File: config.mk
export PLATFORM = sky130hd
export DESIGN_NAME = serial_voltage_rail_codes
export DESIGN_NICKNAME = d
export VERILOG_FILES = /design/src/rail_code_pkg.sv /design/src/serial_voltage_rail_codes.sv
export SDC_FILE = /design/constraint.sdc
export NUM_CORES = 1
export LEC_CHECK = 0
export BUFFER_PORTS_ARGS = -buffer_cell sky130_fd_sc_hd__clkbuf_2
export CORE_MARGIN = 2
export CORE_UTILIZATION = 46
export CTS_CLUSTER_DIAMETER = 100
export DETAILED_ROUTE_END_ITERATION = 6
export PLACE_DENSITY = 0.75
export SYNTH_ARGS = -nofsm -noshare
export SYNTH_HDL_FRONTEND = slang
export SYNTH_SLANG_ARGS = --single-unit
File: constraint.sdc
create_clock -name mclk -period 3.3 [get_ports mclk]
set_input_delay 0.66 -clock mclk [delete_from_list [all_inputs] [get_ports mclk]]
set_output_delay 0.66 -clock mclk [all_outputs]
set_load 0.1 [all_outputs]
File: src/rail_code_pkg.sv
package rail_code_pkg;

  // ****************************************
  // Rail-select addresses
  // ****************************************
  localparam int RAIL_W = 4;
  localparam logic [3:0] RAIL_PROC = 4'h0;
  localparam logic [3:0] RAIL_SYS_AGENT = 4'h1;
  localparam logic [3:0] RAIL_MEM_A = 4'h2;
  localparam logic [3:0] RAIL_MEM_A_SPARE = 4'h3;
  localparam logic [3:0] RAIL_MEM_B = 4'h4;
  localparam logic [3:0] RAIL_MEM_B_SPARE = 4'h5;

  // ****************************************
  // Voltage codes
  // ****************************************
  localparam logic [7:0] CODE_OFF = 8'h00;
  localparam logic [7:0] CODE_UNUSED_LO = 8'h01;
  localparam logic [7:0] CODE_UNUSED_HI = 8'h32;
  localparam logic [7:0] CODE_MIN = 8'h33;
  localparam logic [7:0] CODE_MAX = 8'hff;
  localparam int CODE_MIN_UV = 500000;
  localparam int CODE_STEP_UV = 5000;
  localparam logic [7:0] CODE_MEM_1V35 = 8'hdd;
  localparam logic [7:0] CODE_MEM_1V50 = 8'hfb;
  localparam logic [7:0] MAX_OUT_REG = 8'h30;
  localparam logic [7:0] RESET_LIMIT = 8'hff;

  // ****************************************
  // Commands and carriers
  // ****************************************
  typedef enum logic [1:0] {
    CMD_SET_VOLTAGE,
    CMD_SET_LIMIT,
    CMD_POWER_STATE
  } cmd_e;

  typedef struct packed {
    logic [3:0] rail;
    cmd_e cmd;
    logic [7:0] payload;
  } packet_s;

  typedef enum logic [1:0] {
    ST_IDLE,
    ST_SEND
  } state_e;

endpackage

File: src/serial_voltage_rail_codes.sv
// Behaviour
// - Every packet carries a four-bit rail-select address.
// - Four rails: processor rail at 00, system agent at 01.
// - Code 00h means off; codes 01h-32h are never sent as voltage or limit codes.
// - Codes 33h..FFh map to 0.5 V plus 5 mV per step.
// - Memory rails get only off or fixed 1.35 V or 1.5 V.
// - Set-voltage carries the code as one payload byte, one rail.
// - Device programs maximum-output register with the code of a set-limit request.
`timescale 1ns/10ps
module serial_voltage_rail_codes (
  input wire logic mclk, // 100 MHz clock
  input wire logic resetn, // Synchronous reset, active low
  input wire logic reqValid, // Request to send
  input wire logic [1:0] reqRail, // 0 proc,1 sys agent,2 mem A,3 mem B
  input wire rail_code_pkg::cmd_e reqCmd, // Command kind
  input wire logic [7:0] reqCode, // Voltage code or power state byte
  input wire logic memHighVolt, // Memory rails at 1.5 V when high
  output logic reqReady, // Request accepted this cycle
  output logic reqBlocked, // Request refused, one-cycle pulse
  output logic pktValid, // Packet presented to bus engine
  input wire logic pktReady, // Bus engine takes packet
  output rail_code_pkg::packet_s pkt, // Packet fields
  output logic [7:0] limitCode // Programmed maximum code
);

  // ****************************************
  // State
  // ****************************************
  typedef struct packed {
    rail_code_pkg::state_e st;
    rail_code_pkg::packet_s pkt;
    logic blocked;
    logic [7:0] limit;
  } regs_s;

  regs_s r;
  regs_s next_r;
  logic [3:0] railAddr;
  logic [7:0] code;
  logic codeOk;

  // ****************************************
  // Rail address and code selection
  // ****************************************
  always_comb
  begin
    unique case (reqRail)
      2'd0: railAddr = rail_code_pkg::RAIL_PROC;
      2'd1: railAddr = rail_code_pkg::RAIL_SYS_AGENT;
      2'd2: railAddr = rail_code_pkg::RAIL_MEM_A;
      2'd3: railAddr = rail_code_pkg::RAIL_MEM_B;
    endcase
  end

  always_comb
  begin
    code = reqCode;
    // Memory rails never sweep: fixed target or off
    if (reqCmd == rail_code_pkg::CMD_SET_VOLTAGE && reqRail[1] &&
        reqCode != rail_code_pkg::CODE_OFF)
    begin
      code = memHighVolt ? rail_code_pkg::CODE_MEM_1V50
                         : rail_code_pkg::CODE_MEM_1V35;
    end
  end

  // Power state passes any byte; others off or 33h..FFh only; set-voltage also bounded by limit
  assign codeOk = (reqCmd == rail_code_pkg::CMD_POWER_STATE) ||
    ((code == rail_code_pkg::CODE_OFF ||
      code >= rail_code_pkg::CODE_MIN) &&
     (reqCmd != rail_code_pkg::CMD_SET_VOLTAGE || code <= r.limit));

  assign reqReady = (r.st == rail_code_pkg::ST_IDLE) && codeOk;

  // ****************************************
  // Sequencer
  // ****************************************
  always_comb
  begin
    next_r = r;
    next_r.blocked = 1'b0;
    unique case (r.st)
      rail_code_pkg::ST_IDLE:
      begin
        if (reqValid && codeOk)
        begin
          next_r.pkt.rail = railAddr;
          next_r.pkt.cmd = reqCmd;
          next_r.pkt.payload = code;
          if (reqCmd == rail_code_pkg::CMD_SET_LIMIT)
            next_r.limit = code;
          next_r.st = rail_code_pkg::ST_SEND;
        end
        else if (reqValid)
          next_r.blocked = 1'b1;
      end
      rail_code_pkg::ST_SEND:
      begin
        if (pktReady)
          next_r.st = rail_code_pkg::ST_IDLE;
      end
      default: next_r.st = rail_code_pkg::ST_IDLE;
    endcase
  end

  always_ff @(posedge mclk)
  begin
    if (!resetn)
    begin
      r.st <= rail_code_pkg::ST_IDLE;
      r.pkt <= '0;
      r.blocked <= 1'b0;
      r.limit <= rail_code_pkg::RESET_LIMIT;
    end
    else
      r <= next_r;
  end

  assign pktValid = (r.st == rail_code_pkg::ST_SEND);
  assign pkt = r.pkt;
  assign reqBlocked = r.blocked;
  assign limitCode = r.limit;
endmodule

Word level (Yosys, flattened, before mapping). Cells that the tools add are included.

Bits in latches: 0. Output and inout bits: 25. Memories kept: 0. Bits in registers: 25. Memory bits (writable): 0. ROM bits: 0.

Equal/unequal tests: 8. $mul: 0. Bitwise gates (word level): 2. Muxes and demuxes: 7. Reduce and logical (&&, ||, !) cells: 18. Shift-type cells: 0. Add/sub/neg operators: 0. Div/mod/pow operators: 0. Magnitude comparators: 2.

Operators with widths (number): $mux 16 (1); $pmux 4 s4 (1); $ge 8x6->1 const B (1); $le 8x8->1 (1); $logic_not 8->1 (1); $mux 8 (1); $reduce_bool 8->1 (1); $eq 2x1->1 const B (3); $eq 2x2->1 const B (3); $logic_not 2->1 (3); $mux 6 (1); $logic_and 1x1->1 (5); $ne 2x1->1 const B (2); $pmux 2 s2 (1); $reduce_and 2->1 (2); $logic_or 1x1->1 (3); $reduce_and 3->1 (1); $reduce_or 3->1 (1); $mux 2 (1); $not 1->1 (2); $reduce_bool 2->1 (1); $mux 1 (1).

Logic depth before layout (Yosys ltp).
Word-level depth: 11. Depth in mapped cells: 13. Depth with buffers taken out: 10.

Worst setup path after synthesis. OpenSTA, ideal clock, no wires.

Path kind: input -> output. Start point: in reqCmd[0]. End point: out reqReady. Cell stages on the path: 10. Slack: -1.284 ns. Arrival: 3.924 ns. Cell sequence: or3b_1 -> clkbuf_1 -> a31oi_2 -> a22o_1 -> ha_1 -> nor2b_1 -> o211ai_1 -> a31o_2 -> o21ai_0 -> a21oi_1.

Longest elaborated chain between the ends: 9. Elaborated cells on any way between the ends: 14. Those cells by class: 2 x order compare; 1 x eq/ne; 1 x mux; 10 x reduce/logical.

RTL lines: start: declaration (line serial_voltage_rail_codes.sv:15) `input wire rail_code_pkg::cmd_e reqCmd,`; $logic_not 2->1 (*) (line serial_voltage_rail_codes.sv:59) `if (reqCmd == rail_code_pkg::CMD_SET_VOLTAGE && reqRail[1] &&`; $logic_and 1x1->1 (*) (2 in series) (line serial_voltage_rail_codes.sv:59); $mux 8 (*) (line serial_voltage_rail_codes.sv:59); net code[1] (line serial_voltage_rail_codes.sv:39) `logic [7:0] code;`; $ge 8x6->1 (tied with other cells) (line serial_voltage_rail_codes.sv:70) `code >= rail_code_pkg::CODE_MIN) &&`; $logic_or 1x1->1, on equally long branches (line serial_voltage_rail_codes.sv:69, serial_voltage_rail_codes.sv:71); $logic_and 1x1->1 (*) (line serial_voltage_rail_codes.sv:70); $logic_or 1x1->1 (*) (line serial_voltage_rail_codes.sv:68) `assign codeOk = (reqCmd == rail_code_pkg::CMD_POWER_STATE) ||`; $logic_and 1x1->1 (*) (line serial_voltage_rail_codes.sv:73) `assign reqReady = (r.st == rail_code_pkg::ST_IDLE) && codeOk;`; end: declaration (line serial_voltage_rail_codes.sv:18) `output logic reqReady,`.

The timed path passes the listed nets; every way through them passes the cells marked *.

Final worst setup path.
Start point: in reqCmd[1]. End point: out reqReady.

Same word-level chain as after synthesis.

==> flow_summary.yaml <==
power_and_ir_drop:
  swShare_pct: 41.57
  p_per_area_nw_per_um2: 386.0
  p_switching_uw: 318.2
  seqPwrFrac_pct: 39.8
  leakagePower_uw: 0.001008
  p_int_uw: 447.3
  pwr-share-clk_pct: 16.7
  ir_drop_mv: 0.1492
  pwr-share-comb_pct: 43.5
floorplan:
  die_w_um: 60.46
  io_pins: 42
  coreArea_sq_um: 3053
  initial_core_util_pct: 48.03
  rows: 20
  die_area_sq_um: 3655
  die_height_um: 60.46
clock_network:
  clkSlewWorstSetupHoldPaths_ps: 120
  ctsHoldBuffers: 0
  cts_buffers: 3
  cts_root_buf: "clkbuf_4"
  cts_max_path_buffers: 2
  h-tree-depth: 1
  cts_tree: "yes"
  clkSinkCount: 23
  clock_latency_ps: 300
yosys:
  yosys-top-cells-area: "dfxtp_1, mux2i_1, buf_4"
  yosysWarnings: 0
  syn_area_sq_um: 1466
  synth_common_cells: "nand2_1, buf_4, dfxtp_1, mux2i_1, inv_1"
  synth_area_per_cell_sq_um: 8.476
  synth_edf_count: 0
  async_flop_share_pct: 0
  ys_seq_elements: 23
  ys_seq_area_share_pct: 31.40
  synthFlopType: "dfxtp_1"
  yosysTopAreaCell: "dfxtp_1"
  synthesis.nets: 198
  synth_most_common_cell: "nand2_1"
  synth.distinct_cells: 35
  synth_top_area_share_pct: 31.40
  synthCells: 173
cells_and_area:
  drive_above_1_share_pct: 44.89
  layout.cells.non_filler: 269
  fillers: 256
  antenna_cells: 0
  final_nets: 251
  syn2layout_area_growth_pct: 35.24
  post-route-cell-area_sq_um: 1983
critical_path:
  crit_chain: "clkbuf_2 -> or3b_4 -> a31oi_4 -> a22o_1 -> ha_1 -> nor2b_1 -> o211ai_1 -> a31o_4 -> o21ai_4 -> a21oi_4 -> buf_12"
  timing.rr.start: "limitCode[1]$_SDFFE_PN1P_"
  arrival_ps: 2920
  r2r_end: "pkt[0]$_SDFFE_PN0P_"
  reg2reg_depth: 7
  worstPathRequired_ps: 2640
  worst_path_max_delay_cell: "or3b_4"
  r2r_slack_ps: 1160
  cp-endpoint: "reqReady"
  startpoint_type: "primary input"
  path_max_fanout: 7
  critPathKind: "in2out"
  cp-end-kind: "output pin"
  cp-startpoint: "reqCmd[1]"
  max_stage_delay_ps: 410
grt:
  antenna_found_initial: 0
  grt_pass1_vias: 1255
  grt_max_degree: 37
  grtUsageTotal_pct: 21.46
  grt_pass1_wl_mm: 5.796
  grt_overflow: 0
min_path:
  worstHoldPathType: "reg2reg"
  min_from: "pkt[6]$_SDFFE_PN0P_"
flow_run:
  cap_viol_max_count: 0
routing:
  final_antenna_net_count: 0
  post-route-drc-count: 0
  drtIter0Drc: 65
  drt-vias-per-instance: 5.104
  num_vias: 1373
  wl_per_cell_um: 14.46
  routed_wl_mm: 3.891
  first_pass_iters: 4
sta:
  finalHoldViolations: 0
  final_max_slew_viol_count: 0
  setup_violations: 1
  rsz0062_at_grt: "true"
  finalCriticalPeriod_ps: 3582
  fmax_ghz: 0.2791
  tightest_slew_ps: 690.4
  slew_headroom_pct: 53.97
  fin_ws_ps: -282.5
  period_share_pct: 108.6
  skew_ps: 2.224
place:
  place_congestion: 0.9725
  io_buffers: 40
  dp_cells: 250
  placed_area_sq_um: 1714
  dp_hpwl_mm: 2.385
outcome:
  outcome: "complete, but fails checks"
  violations: "setup timing"
metrics by stage:
stage | util (%) | setup TNS, ps | hold WS (ps) | setup WS [ps] | power (uW)
after floorplan | - | -262.7 | 435.1 | -262.7 | 553.3
after global placement | 56.15 | -193.8 | 444.1 | -193.8 | 595.5
after detailed placement | 56.15 | -217.8 | 449.7 | -217.8 | 597.7
after CTS | 61.93 | -164.4 | 470.4 | -164.4 | 747.1
after global routing | 64.96 | -369.5 | 483.7 | -369.5 | 798.3
final | 64.96 | -282.5 | 464.0 | -282.5 | 765.5
per-layer routing:
metal | routed length [um] | track usage [%] | vias to the layer above
met5 | 0 | 0 | -
met4 | 76 | 8.385 | 0
met3 | 218 | 4.051 | 8
met2 | 1925 | 34.47 | 52
met1 | 1671 | 28.61 | 646
li1 | - | - | 667
cells by family after synthesis:
| kind of cell | after synthesis | share of synthesized area [%] |
|---|---|---|
| AOI/OAI and AO/OA | 22 | 11.43 |
| adders and majority gates | 8 | 6.826 |
| buffers and inverters | 41 | 18.00 |
| DFF | 23 | 31.40 |
| muxes | 19 | 12.97 |
| other | 1 | 0.2557 |
| and+or+nand+nor | 59 | 19.11 |
cells in the final DEF (no fill, tap or decap), types with 2 or more instances in the layout:
cell type	count
a21oi_1	2
a22o_1	2
buf_4	33
buf_6	7
clkbuf_2	37
clkbuf_4	3
dfxtp_1	23
ha_1	6
ha_4	2
inv_1	10
mux2i_1	18
nand2_1	32
nand2b_1	2
nand3b_1	2
nand4_1	2
nor2_1	7
nor2b_1	3
o211ai_1	4
o21a_1	2
how the worst min path moves through the flow:
stage	end	depth (start not counted)	slack, ps
floorplan	pkt[0]$_SDFFE_PN0P_	2	440
global placement	pkt[6]$_SDFFE_PN0P_	2	440
detailed placement	pkt[6]$_SDFFE_PN0P_	2	450
CTS	pkt[1]$_SDFFE_PN0P_	2	470
global route	pkt[12]$_SDFFE_PN0P_	2	480
finish	pkt[6]$_SDFFE_PN0P_	2	460
power by group through the flow:
stage	clock (uW)	combinational, uW	sequential, uW
2_1_floorplan	0	243	310
3_3_place_gp	0	285	311
3_5_place_dp	0	287	311
4_1_cts	133	309	305
5_1_grt	143	349	307
6_report	128	333	304
what timing repair did:
item / 4_1_cts / 5_1_grt
buffers inserted: 16 / 3
pin swaps: 7 / 14
cloned: 0 / 0
hold endpoints to repair: 0 / 0
resized for setup: 8 / 21
setup endpoints to repair: 1 / 3
critical path: cells and delay by family:
family | cells | cell delay, ps
AND/OR/NAND/NOR | 2 | 570
buffers and inverters | 2 | 280
AO/OA/AOI/OAI | 6 | 1160
adder cells (fa/ha/maj) | 1 | 250
registers in the layout, indices dropped and copies added, names as in the netlist:
name and count:
reqBlocked 1, r 1, pkt 13, limitCode 8
layout make-up:
type / instances / area [sq um] / area share (%)
clock buffer: 4 / 26.28 / 1.325
inverter: 10 / 37.54 / 1.893
tap: 44 / 55.05 / 2.776
multi-input combinational: 109 / 857.1 / 43.22
sequential: 23 / 460.4 / 23.22
timing repair buffer: 79 / 546.8 / 27.57
Power figures use the tool's default switching activity.
